$ cat config.mk
export PLATFORM = sky130hd
export DESIGN_NAME = scd_divider
export DESIGN_NICKNAME = d
export VERILOG_FILES = /design/src/verilog/scd_pkg.sv /design/src/verilog/scd_lock.sv /design/src/verilog/scd_divider.sv
export SDC_FILE = /design/constraint.sdc
export NUM_CORES = 1
export LEC_CHECK = 0
export ABC_AREA = 1
export BUFFER_PORTS_ARGS = -buffer_cell sky130_fd_sc_hd__buf_4
export CAP_MARGIN = 40
export CORE_ASPECT_RATIO = 2
export CORE_MARGIN = 3
export CORE_UTILIZATION = 40
export DETAILED_ROUTE_END_ITERATION = 10
export SYNTH_ARGS = -nofsm -noshare
export SYNTH_HDL_FRONTEND = slang
export SYNTH_SLANG_ARGS = --single-unit
$ cat constraint.sdc
create_clock -name mclk -period 2.4 [get_ports mclk]
set_input_delay 0.12 -clock mclk [delete_from_list [all_inputs] [get_ports mclk]]
set_output_delay 0.12 -clock mclk [all_outputs]
set_load 0.02 [all_outputs]
$ cat src/verilog/scd_pkg.sv
// Purpose: Shared constants and types for the sample clock divider and alignment block
// Assumes: One clock (mclk), synchronous active-high reset
// Notes:   Register port is a simple strobe/address/data port, no public bus
package scd_pkg;

  // Register map
  localparam logic [8:0] SYNC_CTRL_OFFSET = 9'h100;

  // Divider-sync control fields
  localparam int         ENABLE_BIT       = 0;
  localparam int         ONESHOT_BIT      = 1;
  localparam int         CORR_EN_BIT      = 2;
  localparam int         RATIO_LSB        = 4;
  localparam int         RATIO_W          = 3;
  localparam logic [7:0] SYNC_CTRL_RESET  = 8'h04;
  localparam logic [7:0] SYNC_CTRL_MASK   = 8'h77;

  // Correction loop timing
  localparam int CLK_MHZ          = 100;
  localparam int MIN_CORR_MHZ     = 20;
  localparam int LOCK_TIME_NS     = 1500;
  localparam int LOCK_CYCLES      = (LOCK_TIME_NS * CLK_MHZ + 999) / 1000;
  localparam int MAX_PERIOD_CYC   = CLK_MHZ / MIN_CORR_MHZ;
  localparam int CNT_W            = 12;

  // Register port request
  typedef struct packed
  {
    logic       wr;
    logic       rd;
    logic [8:0] addr;
    logic [7:0] wdata;
  } scd_req_s;

  // Alignment handling modes
  typedef enum logic [1:0]
  {
    SCD_IDLE,
    SCD_ARMED,
    SCD_DONE
  } scd_mode_e;

endpackage : scd_pkg

$ cat src/verilog/scd_lock.sv
// Purpose: Lock tracker for the duty-cycle correction loop
// Assumes: Input period change is signalled by freq_change pulse
// Notes:   Locked only after settle time and while rate is above the floor
`timescale 1ns/1ps
module scd_lock
(
  // Clock and reset
  input  wire logic mclk,
  input  wire logic rst,
  // Control
  input  wire logic enable,
  input  wire logic freq_change,
  input  wire logic rate_ok,
  // Status
  output logic      locked
);

  logic [scd_pkg::CNT_W-1:0] cnt_reg;
  logic                      locked_reg;

  assign locked = locked_reg;

  ////////////////////////////////////////////////////////////////////////////
  // Settle counter restarts on every frequency change or loss of rate
  always_ff @(posedge mclk)
  begin
    if (rst || !enable || freq_change || !rate_ok)
    begin
      cnt_reg    <= '0;
      locked_reg <= 1'b0;
    end
    else if (cnt_reg == scd_pkg::CNT_W'(scd_pkg::LOCK_CYCLES))
      locked_reg <= 1'b1;
    else
      cnt_reg <= cnt_reg + 1'b1;
  end

endmodule : scd_lock

$ cat src/verilog/scd_divider.sv
// Purpose: Integer 1..8 sample clock divider with alignment input and duty-cycle corrector
// Assumes: Sample clock edges appear as clk_in levels sampled on mclk
// Notes:   Corrected output is high for half the divided period; raw follows input at ratio 1 only
`timescale 1ns/1ps
module scd_divider
(
  // Clock and reset
  input  wire logic             mclk,
  input  wire logic             rst,
  // Register port
  input  wire scd_pkg::scd_req_s req,
  output logic [7:0]            rdata,
  // Sample clock and alignment
  input  wire logic             clk_in,
  input  wire logic             align_in,
  input  wire logic             freq_change,
  // Core timing
  output logic                  core_clk,
  output logic                  corr_locked,
  output logic                  align_seen
);

  logic [7:0]               ctrl_reg;
  logic [7:0]               rdata_reg;
  logic                     sync1_reg;
  logic                     sync2_reg;
  logic                     sync3_reg;
  logic                     clk_d_reg;
  logic [2:0]               div_reg;
  logic                     raw_reg;
  logic                     core_reg;
  logic                     seen_reg;
  logic [scd_pkg::CNT_W-1:0] per_reg;
  logic [scd_pkg::CNT_W-1:0] hi_reg;
  logic [scd_pkg::CNT_W-1:0] half_reg;
  logic                     rate_ok_reg;
  scd_pkg::scd_mode_e       mode_reg;
  scd_pkg::scd_mode_e       mode_next;

  ////////////////////////////////////////////////////////////////////////////
  // Decoding
  wire       ctrl_hit  = (req.addr == scd_pkg::SYNC_CTRL_OFFSET);
  wire       ctrl_wr   = req.wr && ctrl_hit;
  wire       in_rise   = clk_in && !clk_d_reg;
  wire       in_fall   = !clk_in && clk_d_reg;
  wire [2:0] ratio_m1  = ctrl_reg[scd_pkg::RATIO_LSB +: scd_pkg::RATIO_W];
  wire       sync_rise = sync2_reg && !sync3_reg;
  wire       align_en  = ctrl_reg[scd_pkg::ENABLE_BIT];
  wire       oneshot   = ctrl_reg[scd_pkg::ONESHOT_BIT];
  wire       corr_en   = ctrl_reg[scd_pkg::CORR_EN_BIT];
  wire       lock_ok;
  // Accept every pulse, or only the first one after a write
  wire       accept    = sync_rise && align_en &&
                         (!oneshot || mode_reg == scd_pkg::SCD_ARMED);
  wire       wrap      = in_rise && (div_reg == ratio_m1);

  ////////////////////////////////////////////////////////////////////////////
  // Control register; reserved bits read zero
  always_ff @(posedge mclk)
  begin
    if (rst)
      ctrl_reg <= scd_pkg::SYNC_CTRL_RESET;
    else if (ctrl_wr)
      ctrl_reg <= req.wdata & scd_pkg::SYNC_CTRL_MASK;
  end

  // Read data registered; unmapped offsets read zero
  always_ff @(posedge mclk)
  begin
    if (rst)
      rdata_reg <= 8'h00;
    else if (req.rd)
      rdata_reg <= ctrl_hit ? ctrl_reg : 8'h00;
  end

  ////////////////////////////////////////////////////////////////////////////
  // Alignment synchroniser; the second and third stages feed the edge detector
  always_ff @(posedge mclk)
  begin
    if (rst)
    begin
      sync1_reg <= 1'b0;
      sync2_reg <= 1'b0;
      sync3_reg <= 1'b0;
    end
    else
    begin
      sync1_reg <= align_in;
      sync2_reg <= sync1_reg;
      sync3_reg <= sync2_reg;
    end
  end

  // One-shot arming: a write re-arms, an accepted pulse disarms
  always_comb
  begin
    mode_next = mode_reg;
    case (mode_reg)
      scd_pkg::SCD_IDLE:  mode_next = scd_pkg::SCD_IDLE;
      scd_pkg::SCD_ARMED: if (accept) mode_next = scd_pkg::SCD_DONE;
      scd_pkg::SCD_DONE:  mode_next = scd_pkg::SCD_DONE;
      default:            mode_next = scd_pkg::SCD_IDLE;
    endcase
    if (ctrl_wr)
      mode_next = scd_pkg::SCD_ARMED;
  end

  always_ff @(posedge mclk)
  begin
    if (rst)
      mode_reg <= scd_pkg::SCD_IDLE;
    else
      mode_reg <= mode_next;
  end

  // Sticky flag that a realignment happened; a control write clears it unless a pulse is accepted in the same cycle
  always_ff @(posedge mclk)
  begin
    if (rst)
      seen_reg <= 1'b0;
    else if (accept)
      seen_reg <= 1'b1;
    else if (ctrl_wr)
      seen_reg <= 1'b0;
  end

  ////////////////////////////////////////////////////////////////////////////
  // Divider counter counts input rising edges
  always_ff @(posedge mclk)
  begin
    if (rst)
      clk_d_reg <= 1'b0;
    else
      clk_d_reg <= clk_in;
  end

  always_ff @(posedge mclk)
  begin
    if (rst || accept)
      div_reg <= 3'h0;
    else if (wrap)
      div_reg <= 3'h0;
    else if (in_rise)
      div_reg <= div_reg + 3'h1;
  end

  // Raw divided clock: rises on wrap; falls at the raw input fall for ratio 1,
  // else on the count midpoint, so odd ratios skew unless corrected
  wire raw_fall = (ratio_m1 == 3'h0) ? in_fall :
                  (in_rise && (div_reg == (ratio_m1 >> 1)));
  always_ff @(posedge mclk)
  begin
    if (rst || accept)
      raw_reg <= 1'b0;
    else if (wrap)
      raw_reg <= 1'b1;
    else if (raw_fall)
      raw_reg <= 1'b0;
  end

  ////////////////////////////////////////////////////////////////////////////
  // Corrector: measure the output period and rebuild the falling edge
  always_ff @(posedge mclk)
  begin
    if (rst || accept)
    begin
      per_reg     <= '0;
      half_reg    <= '0;
      rate_ok_reg <= 1'b0;
    end
    else if (wrap)
    begin
      per_reg     <= '0;
      // The count at a wrap is one short of the period, so add its low bit back
      half_reg    <= (per_reg >> 1) + {{(scd_pkg::CNT_W-1){1'b0}}, per_reg[0]};
      // Too slow an input means the loop cannot be trusted
      rate_ok_reg <= (per_reg < scd_pkg::CNT_W'(scd_pkg::MAX_PERIOD_CYC * (ratio_m1 + 1)));
    end
    else if (per_reg != {scd_pkg::CNT_W{1'b1}})
      per_reg <= per_reg + 1'b1;
  end

  always_ff @(posedge mclk)
  begin
    if (rst || wrap)
      hi_reg <= '0;
    else if (hi_reg != {scd_pkg::CNT_W{1'b1}})
      hi_reg <= hi_reg + 1'b1;
  end

  // Lock tracker bounds the relock wait after a rate change
  scd_lock u_lock
  (
    .mclk        (mclk),
    .rst         (rst),
    .enable      (corr_en),
    .freq_change (freq_change),
    .rate_ok     (rate_ok_reg),
    .locked      (lock_ok)
  );

  // Output choice: corrected half-period high when locked, raw otherwise
  wire corr_fall = (hi_reg + 1'b1 >= half_reg);
  always_ff @(posedge mclk)
  begin
    if (rst || accept)
      core_reg <= 1'b0;
    else if (wrap)
      core_reg <= 1'b1;
    else if (corr_en && lock_ok)
      core_reg <= core_reg && !corr_fall;
    else
      core_reg <= raw_reg && !raw_fall;
  end

  assign core_clk    = core_reg;
  assign corr_locked = lock_ok;
  assign align_seen  = seen_reg;
  assign rdata       = rdata_reg;

endmodule : scd_divider

**Yosys cells after proc, flatten, opt, wreduce, memory -nomap -nowiden**

Index checks and enable logic that the tools add are counted.

- Output and inout bits: 11
- Input bits: 24
- Bits in registers: 76

- Add/subtract/negate cells: 6
- $mul: 1
- Multiplexer cells: 11
- Equal/unequal tests: 10
- Magnitude comparators: 2
- Reduce and logical (&&, ||, !) cells: 30

Operator list:

| cell | number |
|---|---|
| adder 12 x 1 -> 12 bit (second input constant) | 3 |
| inequality test 12 bit (second input constant) | 2 |
| adder 11 x 1 -> 12 bit | 1 |
| == test 12 x 8 -> 1 bit (second input constant) | 1 |
| greater-or-equal comparator 12 bit | 1 |
| less-than comparator 12 x 7 -> 1 bit | 1 |
| logical AND 1 bit | 11 |
| == test 9 bit (second input constant) | 1 |
| zero test 1 bit | 8 |
| two-way mux 1 bit | 8 |
| multiplier 3 x 4 -> 7 bit (first input constant) | 1 |
| two-way mux 7 bit | 1 |
| logical OR 1 bit | 6 |
| adder 3 x 1 -> 4 bit (second input constant) | 1 |
| one-hot mux 2 bit (2 select lines) | 1 |
| nonzero test 2 bit | 2 |
| OR reduction 2 bit | 2 |
| adder 3 x 1 -> 3 bit (second input constant) | 1 |
| == test 3 x 2 -> 1 bit | 1 |
| == test 3 bit | 1 |
| zero test 3 bit | 1 |
| inequality test 3 bit (second input constant) | 1 |
| == test 2 x 1 -> 1 bit (second input constant) | 1 |
| == test 2 bit (second input constant) | 1 |
| other kinds (2) | 2 |

**Logic depth before layout (Yosys ltp)**

Gate-level depths: netlist (run 1).

- Word-level depth: 8
- Gate-level depth with buffers: 16
- Mapped depth without buffers: 16

**Modules after synthesis**

A second synthesis (run 1) with hierarchy kept.

- Cell total of the unflattened synthesis: 596
- Area total of the unflattened synthesis: 4,125.2 um^2

By module, submodules not included:

| module | cells each | area each (um^2) | times used |
|---|---|---|---|
| scd_divider | 490 | 3,408.3 | 1 |
| scd_lock | 106 | 716.9 | 1 |

**Least setup slack after synthesis (run 1)**

No wires, ideal clock.

- Kind: reg2reg
- From: reg ctrl_reg[4]
- To: reg rate_ok_reg
- Slack: -0.075 ns
- Data required time: 2.288 ns
- Path buffers: 0
- Cell stages (with the launch flop): 14
- Arrival time: 2.363 ns
- Cell sequence: dfxtp_1 -> inv_2 -> ha_1 -> ha_1 -> ha_1 -> inv_1 -> fa_1 -> xor2_1 -> ha_1 -> a21oi_1 -> o21ai_0 -> nor2_1 -> nand2_1 -> nand2_1

- Word-level cells in the longest chain between the ends: 3
- Elaborated cells on any way between the ends: 5
- Classes of those cells: add/sub (1); mul (1); order compare (1); eq/ne (1); reduce/logical (1)

RTL lines:

| element | line | source |
|---|---|---|
| start: declaration | scd_divider.sv:23 | `logic [7:0] ctrl_reg;` |
| start signal: assignment | scd_divider.sv:62 | `ctrl_reg <= scd_pkg::SYNC_CTRL_RESET;` |
| start signal: assignment | scd_divider.sv:64 | `ctrl_reg <= req.wdata & scd_pkg::SYNC_CTRL_MASK;` |
| adder 3 x 1 -> 4 bit | scd_divider.sv:177 | `rate_ok_reg <= (per_reg < scd_pkg::CNT_W'(scd_pkg::MAX_PERIOD_CYC * (ratio_m1 + 1)));` |
| multiplier 3 x 4 -> 7 bit | scd_divider.sv:177 |  |
| less-than comparator 12 x 7 -> 1 bit | scd_divider.sv:177 |  |
| end signal: assignment | scd_divider.sv:177 |  |
| end: declaration | scd_divider.sv:36 | `logic rate_ok_reg;` |

Several ways; a longest one is shown, not always the timed one.
A chain may end at the register's enable or synchronous reset.

**Final worst setup path (run 1)**

- From: reg ctrl_reg[5]
- To: reg rate_ok_reg

Same word-level chain as after synthesis.

==> run_results.csv, run 1 <==
group,metric,value,unit
layout,n_antenna_cell,0,
pwr,p_clk_frac,0.485,
clock_tree,cts_tree,"built",
timing,fin_crit_sh,0.988,
yosys,yosysTopAreaCellShare,0.345,
placed_design,place_congestion,0.882,
critical_path,start_kind,"flip-flop",
pwr,p_leak,2.48,nW
hold_path,hp-class,"in -> reg",
yosys,synth_adder_area_share,0.0950,
timing,rsz0062_at_grt,"yes",
run_status,status,"finished, final reports clean",
drt,wl,10.0,mm
floorplanning,rows,52,
critical_path,cp_max_fo,3,
yosys,synth.area.mux_share,0,
layout,final_nets,734,
yosys,synth.distinct_cells,35,
critical_path,crit_family,"adder cells",
clock_tree,cts_buffer_depth,2,
yosys,synthSimpleGateAreaFrac,0.328,
yosys,synth_top_family_by_area,"simple AND/OR/NAND/NOR gates",
global_routing,grt_max_degree,16,
critical_path,cp_slowest_stage_delay,0.38,ns
yosys,synth_seq_cells,74,
run,maxCapViolations,0,
critical_path,cp.arrival,2.65,ns
pwr,switching_power,0.641,mW
critical_path,crit_required,2.68,ns
timing,maxSlewViolCount,0,
drt,postRouteAntennaNets,0,
yosys,syn-cell-area,4290,um^2
critical_path,cp_common_cell,"ha_4",
yosys,ys_top_cells_by_area,"dfxtp_1 35%, nand2_1 14%, inv_1 9.2%",
drt,dr.pass1.iters,4,
timing,tightestPinTransition,0.579,ns
yosys,synth_xor_area_frac,0.0388,
timing,slew_headroom,0.611,
critical_path,slowest_stage,"dfxtp_4",
pwr,p_sw_frac,0.221,
global_routing,grt_overflow,0,
timing,whs,0.0102,ns
global_routing,grt_pass1_wl,17.1,mm
pwr,p_seq_frac,0.439,
drt,vias,3925,
hold_path,min_path_cells,3,
hold_path,whs_endpoint,"ctrl_reg[4]$_SDFFE_PP0P_",
timing,max_freq,422,MHz
critical_path,rrSetupSlack,0.03,ns
drt,drc,0,
floorplanning,dieArea,12100,um^2
layout,areaGrowthSynthToFinish,20.8,%
drt,wl_per_cell,12.2,um
critical_path,critPathKind,"reg -> reg",
pwr,ir_drop,0.000440,V
yosys,synth.avg_cell_area,6.84,um^2
critical_path,worst-path-buf-inv,2,
clock_tree,htree_num_levels,3,
floorplanning,io_pins,35,
placed_design,dp_hpwl,8.00,mm
timing,clock_skew,0.00782,ns
critical_path,worstReg2RegStart,"ctrl_reg[5]$_SDFFE_PP0P_",
global_routing,antenna_found_initial,0,
layout,final_area,5190,um^2
placed_design,postPlaceCellArea,4720,um^2
critical_path,reg2reg_depth,13,
timing,setup-violations-final,0,
pwr,power,2.91,mW
floorplanning,die_y,153,um
placed_design,port_buffers,30,
pwr,p_per_area,560,nW/um^2
clock_tree,clk_latency,0.34,ns
yosys,synthCells,628,
global_routing,grt_pass1_vias,3948,
critical_path,rr_endpoint,"rate_ok_reg$_SDFFE_PP0P_",
drt,drtIter0Drc,133,
yosys,synth_compound_area_frac,0.0752,
drt,via_per_inst,4.80,
critical_path,crit_path_end_kind,"flip-flop",
yosys,yosysSeqAreaShare,0.345,
floorplanning,die_w,79.3,um
clock_tree,path_clk_slew,0.05,ns
global_routing,track_usage,0.179,
pwr,pwr-share-comb,0.075,
hold_path,hold_start,"req[4]",
floorplanning,start_util,0.418,
yosys,yosysTopAreaCell,"dfxtp_1",
floorplanning,coreArea,10300,um^2
timing,min_period,2.37,ns
critical_path,cp_cell_sequence,"inv_4 > ha_4 > ha_4 > ha_4 > inv_2 > fa_2 > xor2_1 > ha_1 > a21oi_2 > o21ai_1 > nor2_1 > nand2_1 > nand2_1",
pwr,p_int,2.26,mW
clock_tree,clock-sinks,74,
yosys,yosys_warnings,0,
timing,finalHoldViolCount,0,
clock_tree,cts_buffers,9,
clock_tree,cts-root-buf,"clkbuf_16",
layout,drive_above_1_share,0.151,
cell families after synthesis:
kind of cell	Yosys count
simple gates	318
buf+inv	123
flops	74
compound gates	61
fa+ha+maj	32
xor+xnor	19
other cells	1
through the flow:
step | worst slack (ns) | util | setup TNS (ns) | std cells
after global routing | -0.0873 | 0.505 | -0.0873 | 818
after floorplan | 0.0218 | - | 0 | 629
after detailed placement | -0.117 | 0.459 | -0.117 | 795
after CTS | 0.00222 | 0.503 | 0 | 818
after global placement | -0.0402 | 0.459 | -0.0402 | 795
final | 0.0285 | 0.505 | 0 | 818
what timing repair did:
action / 4_1_cts / 5_1_grt
pin swaps: 14 / 8
hold endpoints to repair: 4 / 0
resized for setup: 15 / 6
buffers inserted: 3 / 0
endpoints found under the setup margin: 1 / 2
hold buffers: 4 / 0
cells in the final DEF, fill, tap and decap left out, types with 3 or more instances in the layout:
cell type,n
ha_1,25
ha_4,4
xor2_1,11
nor2_4,4
o21ai_0,22
buf_4,45
clkbuf_8,4
inv_1,104
nor2_1,64
a21oi_1,30
nand2_2,3
dfxtp_1,72
nor3_1,9
dlygate4sd3_1,4
nand3_2,4
xnor2_1,7
nand2_1,165
nand3_1,46
inv_2,6
nor2_2,6
nor3_2,3
clkbuf_16,9
nand4_1,7
power groups by stage:
| stage | clock network [mW] | registers, mW | logic, mW |
|---|---|---|---|
| 2_1_floorplan | 0 | 1.31 | 0.143 |
| 3_3_place_gp | 0 | 1.30 | 0.212 |
| 3_5_place_dp | 0 | 1.30 | 0.217 |
| 4_1_cts | 1.43 | 1.28 | 0.224 |
| 5_1_grt | 1.48 | 1.28 | 0.255 |
| 6_report | 1.41 | 1.28 | 0.219 |
layout make-up:
cell class	count	area, um^2
Fill cell	1090	5090
Multi-Input combinational cell	432	2410
Sequential cell	74	1490
Inverter	112	425
Timing Repair Buffer	49	378
Clock buffer	15	288
Tap cell	135	169
Clock inverter	1	30.0
metal layers:
layer  wire, um  GRT usage  vias to the layer above
met5          0          0                        -
met4        544      0.111                        0
met3        246     0.0284                       33
met2       5680      0.350                       68
met1       3540      0.162                     1772
li1           -          -                     2052
Yosys cell counts (all sizes together):
cell type	number
nand2	169
inv	112
nor2	75
dfxtp	74
nand3	50
a21oi	31
ha	31
o21ai	24
nor3	14
xor2	11
buf	9
xnor2	8
nand4	7
o22ai	3
clkbuf	2
o21bai	2
and3	1
conb	1
fa	1
nand3b	1
nor4	1
o21a	1
worst max-delay path by stage:
stage | startpoint | end | slack (ns) | cells past startpoint
CTS | ctrl_reg[4]$_SDFFE_PP0P_ | rate_ok_reg$_SDFFE_PP0P_ | 0.002 | 14
global route | ctrl_reg[5]$_SDFFE_PP0P_ | rate_ok_reg$_SDFFE_PP0P_ | -0.09 | 13
floorplan | ctrl_reg[4]$_SDFFE_PP0P_ | rate_ok_reg$_SDFFE_PP0P_ | 0.02 | 13
finish | ctrl_reg[5]$_SDFFE_PP0P_ | rate_ok_reg$_SDFFE_PP0P_ | 0.03 | 13
detailed placement | ctrl_reg[4]$_SDFFE_PP0P_ | rate_ok_reg$_SDFFE_PP0P_ | -0.12 | 13
global placement | ctrl_reg[4]$_SDFFE_PP0P_ | rate_ok_reg$_SDFFE_PP0P_ | -0.04 | 13
worst register-to-register path, cell delays in order (launching register included):
cell	delay [ns]
dfxtp_4	0.38
inv_4	0.04
ha_4	0.25
ha_4	0.27
ha_4	0.13
inv_2	0.03
fa_2	0.33
xor2_1	0.15
ha_1	0.33
a21oi_2	0.14
o21ai_1	0.06
nor2_1	0.11
nand2_1	0.06
nand2_1	0.05
(Power assumes the default switching activity.)
==> run 2, diff against run 1 <==
--- a/config.mk
+++ b/config.mk
@@ -8,7 +8,7 @@
 export ABC_AREA = 1
 export BUFFER_PORTS_ARGS = -buffer_cell sky130_fd_sc_hd__buf_4
 export CAP_MARGIN = 40
-export CORE_ASPECT_RATIO = 2
+export CORE_ASPECT_RATIO = 1.25
 export CORE_MARGIN = 3
 export CORE_UTILIZATION = 40
 export DETAILED_ROUTE_END_ITERATION = 10
==> run_results.csv, run 2 (same netlist as run 1, synthesis figures left out) <==
group,metric,value,unit
clock_tree,cts_buffer_depth,2,
global_routing,grt_pass1_vias,3772,
critical_path,cp_slowest_stage_delay,0.37,ns
floorplanning,coreArea,10300,um^2
pwr,p_leak,2.48,nW
placed_design,place_congestion,0.892,
placed_design,dpl_worst_slack,-0.111,ns
clock_tree,clk_latency,0.34,ns
critical_path,rrSetupSlack,-0.003,ns
critical_path,reg2reg_depth,13,
critical_path,cp_cell_sequence,"inv_4 > ha_4 > ha_4 > ha_4 > inv_2 > fa_2 > xor2_1 > ha_1 > a21oi_2 > o21ai_0 > nor2_1 > nand2_1 > nand2_1",
layout,multiInputGateArea,2400,um^2
global_routing,track_usage,0.168,
drt,drc,0,
floorplanning,start_util,0.418,
clock_tree,cts-root-buf,"clkbuf_16",
critical_path,crit_path_end_kind,"flip-flop",
pwr,p_per_area,601,nW/um^2
critical_path,crit_required,2.63,ns
critical_path,cp_max_fo,4,
layout,layout_commonest_cell,"nand2_1",
critical_path,slowest_stage,"fa_2",
drt,vias,3869,
clock_tree,clock-sinks,74,
placed_design,port_buffers,30,
run_status,status,"finished with violations",
layout,final_area,5180,um^2
timing,maxSlewViolCount,0,
global_routing,grt_max_degree,16,
run,maxCapViolations,0,
timing,rsz0062_at_grt,"yes",
timing,setup_slack,-0.00289,ns
timing,finalHoldViolCount,0,
drt,dr.pass1.iters,5,
layout,areaGrowthSynthToFinish,20.8,%
timing,clock_skew,0.00842,ns
floorplanning,die_y,122,um
timing,min_period,2.40,ns
hold_path,hp-class,"in -> reg",
global_routing,grt_pass1_wl,16.4,mm
layout,n_antenna_cell,0,
critical_path,start_kind,"flip-flop",
timing,setup_tns,-0.00289,ns
clock_tree,htree_num_levels,3,
floorplanning,die_w,98.7,um
floorplanning,rows,41,
timing,max_freq,416,MHz
layout,fill_cells,1053,
drt,postRouteAntennaNets,0,
placed_design,postPlaceCellArea,4690,um^2
pwr,ir_drop,0.000354,V
critical_path,cp.arrival,2.64,ns
critical_path,cp_common_cell,"ha_4",
layout,final_nets,731,
layout,most-common-layout-cells,"165 x nand2_1, 103 x inv_1, 72 x dfxtp_1, 66 x nor2_1, 46 x nand3_1",
timing,setup-violations-final,1,
drt,via_per_inst,4.79,
layout,seqCellArea,1490,um^2
run_status,violations,"negative setup slack",
drt,wl_per_cell,11.7,um
global_routing,antenna_found_initial,0,
timing,fin_crit_sh,1.00,
drt,wl,9.47,mm
clock_tree,cts_buffers,9,
critical_path,critPathKind,"reg -> reg",
floorplanning,dieArea,12000,um^2
drt,drtIter0Drc,134,
placed_design,dp_hpwl,7.23,mm
floorplanning,io_pins,35,
pwr,power,3.12,mW
global_routing,grt_overflow,0,
clock_tree,cts_tree,"built",
hold_path,min_path_cells,3,
layout,drive_above_1_share,0.142,
timing,whs,0.0297,ns
clock_tree,path_clk_slew,0.06,ns
==> run 2: path summary, 6_finish.rpt <==
path	from	to
setup / recovery	ctrl_reg[4]$_SDFFE_PP0P_	rate_ok_reg$_SDFFE_PP0P_
hold / removal	clk_in	clk_d_reg$_SDFF_PP0_
setup reg to reg	ctrl_reg[4]$_SDFFE_PP0P_	rate_ok_reg$_SDFFE_PP0P_
hold reg to reg	sync1_reg$_SDFF_PP0_	sync2_reg$_SDFF_PP0_
==> run 2: cell type report <==
class                           instances  share of cell area
Clock buffer                            9              0.0434
Clock inverter                          5              0.0249
Inverter                              112              0.0816
Multi-Input combinational cell        432               0.463
Sequential cell                        74               0.287
Tap cell                              129              0.0311
Timing Repair Buffer                   46              0.0695
==> run 2: critical path: cells and delay by family, from the launching register on <==
family / cells / cell delay [ns]
xor+xnor: 1 / 0.15
fa+ha+maj: 5 / 1.27
flops: 1 / 0.36
buf+inv: 2 / 0.13
compound gates: 2 / 0.23
simple gates: 3 / 0.16
==> run 2: metrics by stage <==
stage                     utilization  std cells
after floorplan                     -        629
after global placement          0.457        786
after detailed placement        0.457        786
after CTS                       0.499        807
after global routing            0.505        807
final                           0.505        807
==> run 2: power breakdown <==
group / total, mW / internal [mW] / leakage, nW / switching, mW
combinational: 0.223 / 0.0918 / 1.70 / 0.131
clock: 1.62 / 1.11 / 0.172 / 0.507
sequential: 1.28 / 1.26 / 0.601 / 0.0215
==> run 2: per-layer routing <==
metal | wire (um) | vias up | global-route usage
li1 | - | 2047 | -
met1 | 4020 | 1729 | 0.192
met2 | 4800 | 74 | 0.298
met3 | 378 | 19 | 0.0412
met4 | 282 | 0 | 0.0675
met5 | 0 | - | 0
==> run 2: repair_timing <==
action	in CTS	in global routing
gates resized for setup	2	14
hold buffers	6	0
setup buffers	1	0
hold endpoints to repair	6	0
endpoints found under the setup margin	1	2
pin swaps	3	10
==> run 3, diff against run 2 <==
--- a/config.mk
+++ b/config.mk
@@ -8,7 +8,6 @@
 export ABC_AREA = 1
 export BUFFER_PORTS_ARGS = -buffer_cell sky130_fd_sc_hd__buf_4
 export CAP_MARGIN = 40
-export CORE_ASPECT_RATIO = 1.25
 export CORE_MARGIN = 3
 export CORE_UTILIZATION = 40
 export DETAILED_ROUTE_END_ITERATION = 10
==> run_results.csv, run 3 (same netlist as run 1, synthesis figures left out) <==
group,metric,value,unit
clock_tree,cts_buffer_depth,2,
clock_tree,cts_tree,"built",
global_routing,met3_usage,0.0364,
global_routing,top_usage_layer,"met2",
drt,wl_per_cell,11.4,um
drt,via_per_inst,4.76,
clock_tree,clock-sinks,74,
drt,vias,3885,
floorplanning,die_y,110,um
layout,most-common-layout-cells,"165 x nand2_1, 103 x inv_1, 72 x dfxtp_1, 66 x nor2_1, 46 x nand3_1",
critical_path,cp_common_cell,"ha_4",
floorplanning,rows,37,
floorplanning,die_w,110,um
global_routing,grt_overflow,0,
timing,finalHoldViolCount,0,
critical_path,crit_required,2.68,ns
layout,fin_cells,817,
layout,n_antenna_cell,0,
floorplanning,io_pins,35,
layout,layout_commonest_cell,"nand2_1",
layout,areaGrowthSynthToFinish,18.4,%
timing,maxSlewViolCount,0,
critical_path,worstReg2RegStart,"ctrl_reg[4]$_SDFFE_PP0P_",
global_routing,grt_max_degree,16,
clock_tree,clk_latency,0.34,ns
critical_path,cp_slowest_stage_delay,0.38,ns
placed_design,place_congestion,0.831,
global_routing,antenna_found_initial,0,
global_routing,track_usage,0.166,
drt,drc,0,
layout,drive_above_1_share,0.144,
timing,min_period,2.37,ns
timing,fin_crit_sh,0.986,
critical_path,critPathKind,"reg -> reg",
floorplanning,coreArea,10400,um^2
critical_path,reg2reg_depth,13,
critical_path,cp_max_fo,4,
critical_path,rrSetupSlack,0.03,ns
timing,setup_tns,0,ns
run,maxCapViolations,0,
timing,rsz0062_at_grt,"yes",
global_routing,grtUsageMet1,0.215,
timing,max_freq,423,MHz
critical_path,cp_cell_sequence,"inv_6 > ha_4 > ha_4 > ha_4 > inv_2 > fa_2 > xor2_1 > ha_1 > a21oi_2 > o21ai_1 > nor2_1 > nand2_1 > nand2_1",
placed_design,place_inst,796,
hold_path,hp-class,"in -> reg",
pwr,p_per_area,505,nW/um^2
critical_path,crit_path_end_kind,"flip-flop",
clock_tree,path_clk_slew,0.08,ns
drt,dr.pass1.iters,4,
global_routing,grt_pass1_wl,16.1,mm
critical_path,cp-startpoint,"ctrl_reg[4]$_SDFFE_PP0P_",
global_routing,grtUsageMet2,0.280,
critical_path,start_kind,"flip-flop",
drt,drtIter0Drc,159,
pwr,p_leak,2.43,nW
drt,postRouteAntennaNets,0,
critical_path,timing.critical_path.to,"rate_ok_reg$_SDFFE_PP0P_",
timing,setup-violations-final,0,
pwr,power,2.57,mW
clock_tree,cts_buffers,9,
clock_tree,cts-root-buf,"clkbuf_8",
critical_path,rr_endpoint,"rate_ok_reg$_SDFFE_PP0P_",
timing,clock_skew,0.00793,ns
placed_design,dp_hpwl,7.08,mm
global_routing,grt_pass1_vias,3688,
pwr,ir_drop,0.000428,V
layout,final_nets,733,
floorplanning,start_util,0.414,
run_status,status,"finished, final reports clean",
critical_path,cp.arrival,2.65,ns
drt,wl,9.29,mm
timing,whs,0.0297,ns
floorplanning,dieArea,12000,um^2
clock_tree,htree_num_levels,3,
critical_path,slowest_stage,"dfxtp_4",
placed_design,port_buffers,30,
run 3: area by class of cell:
type | count | area (um^2)
repair buffers | 48 | 379
flip-flops and latches | 74 | 1490
inverters | 112 | 425
fillers | 1059 | 5290
well taps | 136 | 170
clock inverters | 4 | 76.3
clock buffers | 11 | 141
multi-input cells | 432 | 2400
run 3: power breakdown:
group	switching (mW)	total (mW)	internal, mW
logic	0.129	0.220	0.0915
clock network	0.462	1.07	0.611
registers	0.0215	1.27	1.25
total	0.613	2.57	1.96
run 3: how the worst min path moves through the flow:
stage,start,end,slack (ns),depth (start not counted)
2_1_floorplan,align_in,sync1_reg$_SDFF_PP0_,0.23,2
3_3_place_gp,align_in,sync1_reg$_SDFF_PP0_,0.33,3
3_5_place_dp,align_in,sync1_reg$_SDFF_PP0_,0.33,3
4_1_cts,clk_in,clk_d_reg$_SDFF_PP0_,0.008,3
5_1_grt,rst,sync3_reg$_SDFF_PP0_,0.02,2
6_report,clk_in,clk_d_reg$_SDFF_PP0_,0.03,3
run 3: timing repair:
action | 4_1_cts | 5_1_grt
hold buffers | 6 | 0
setup buffers | 0 | 0
cloned | 0 | 0
pin swaps | 3 | 8
endpoints found under the hold margin | 6 | 0
setup endpoints to repair | 1 | 2
resized for setup | 7 | 13
run 3: critical path, delay by kind of cell (launching register included):
kind            cells  cell delay, ns
flops               1            0.38
fa+ha+maj           5            1.28
compound gates      2            0.20
simple gates        3            0.21
xor+xnor            1            0.15
buf+inv             2            0.08
run 3: metal layers:
| metal | wire length (um) | part of all wire |
|---|---|---|
| met2 | 4350 | 0.47 |
| met1 | 4490 | 0.48 |
| met4 | 88 | 0.0095 |
| met5 | 0 | 0 |
| met3 | 350 | 0.038 |
run 3: per-stage QoR:
stage | utilization | instance area (um^2) | worst slack, ns
2_1_floorplan | - | 4320 | 0.0218
3_3_place_gp | 0.455 | 4720 | -0.0452
3_5_place_dp | 0.455 | 4720 | -0.107
4_1_cts | 0.485 | 5030 | -0.00521
5_1_grt | 0.490 | 5080 | -0.134
6_report | 0.490 | 5080 | 0.0337
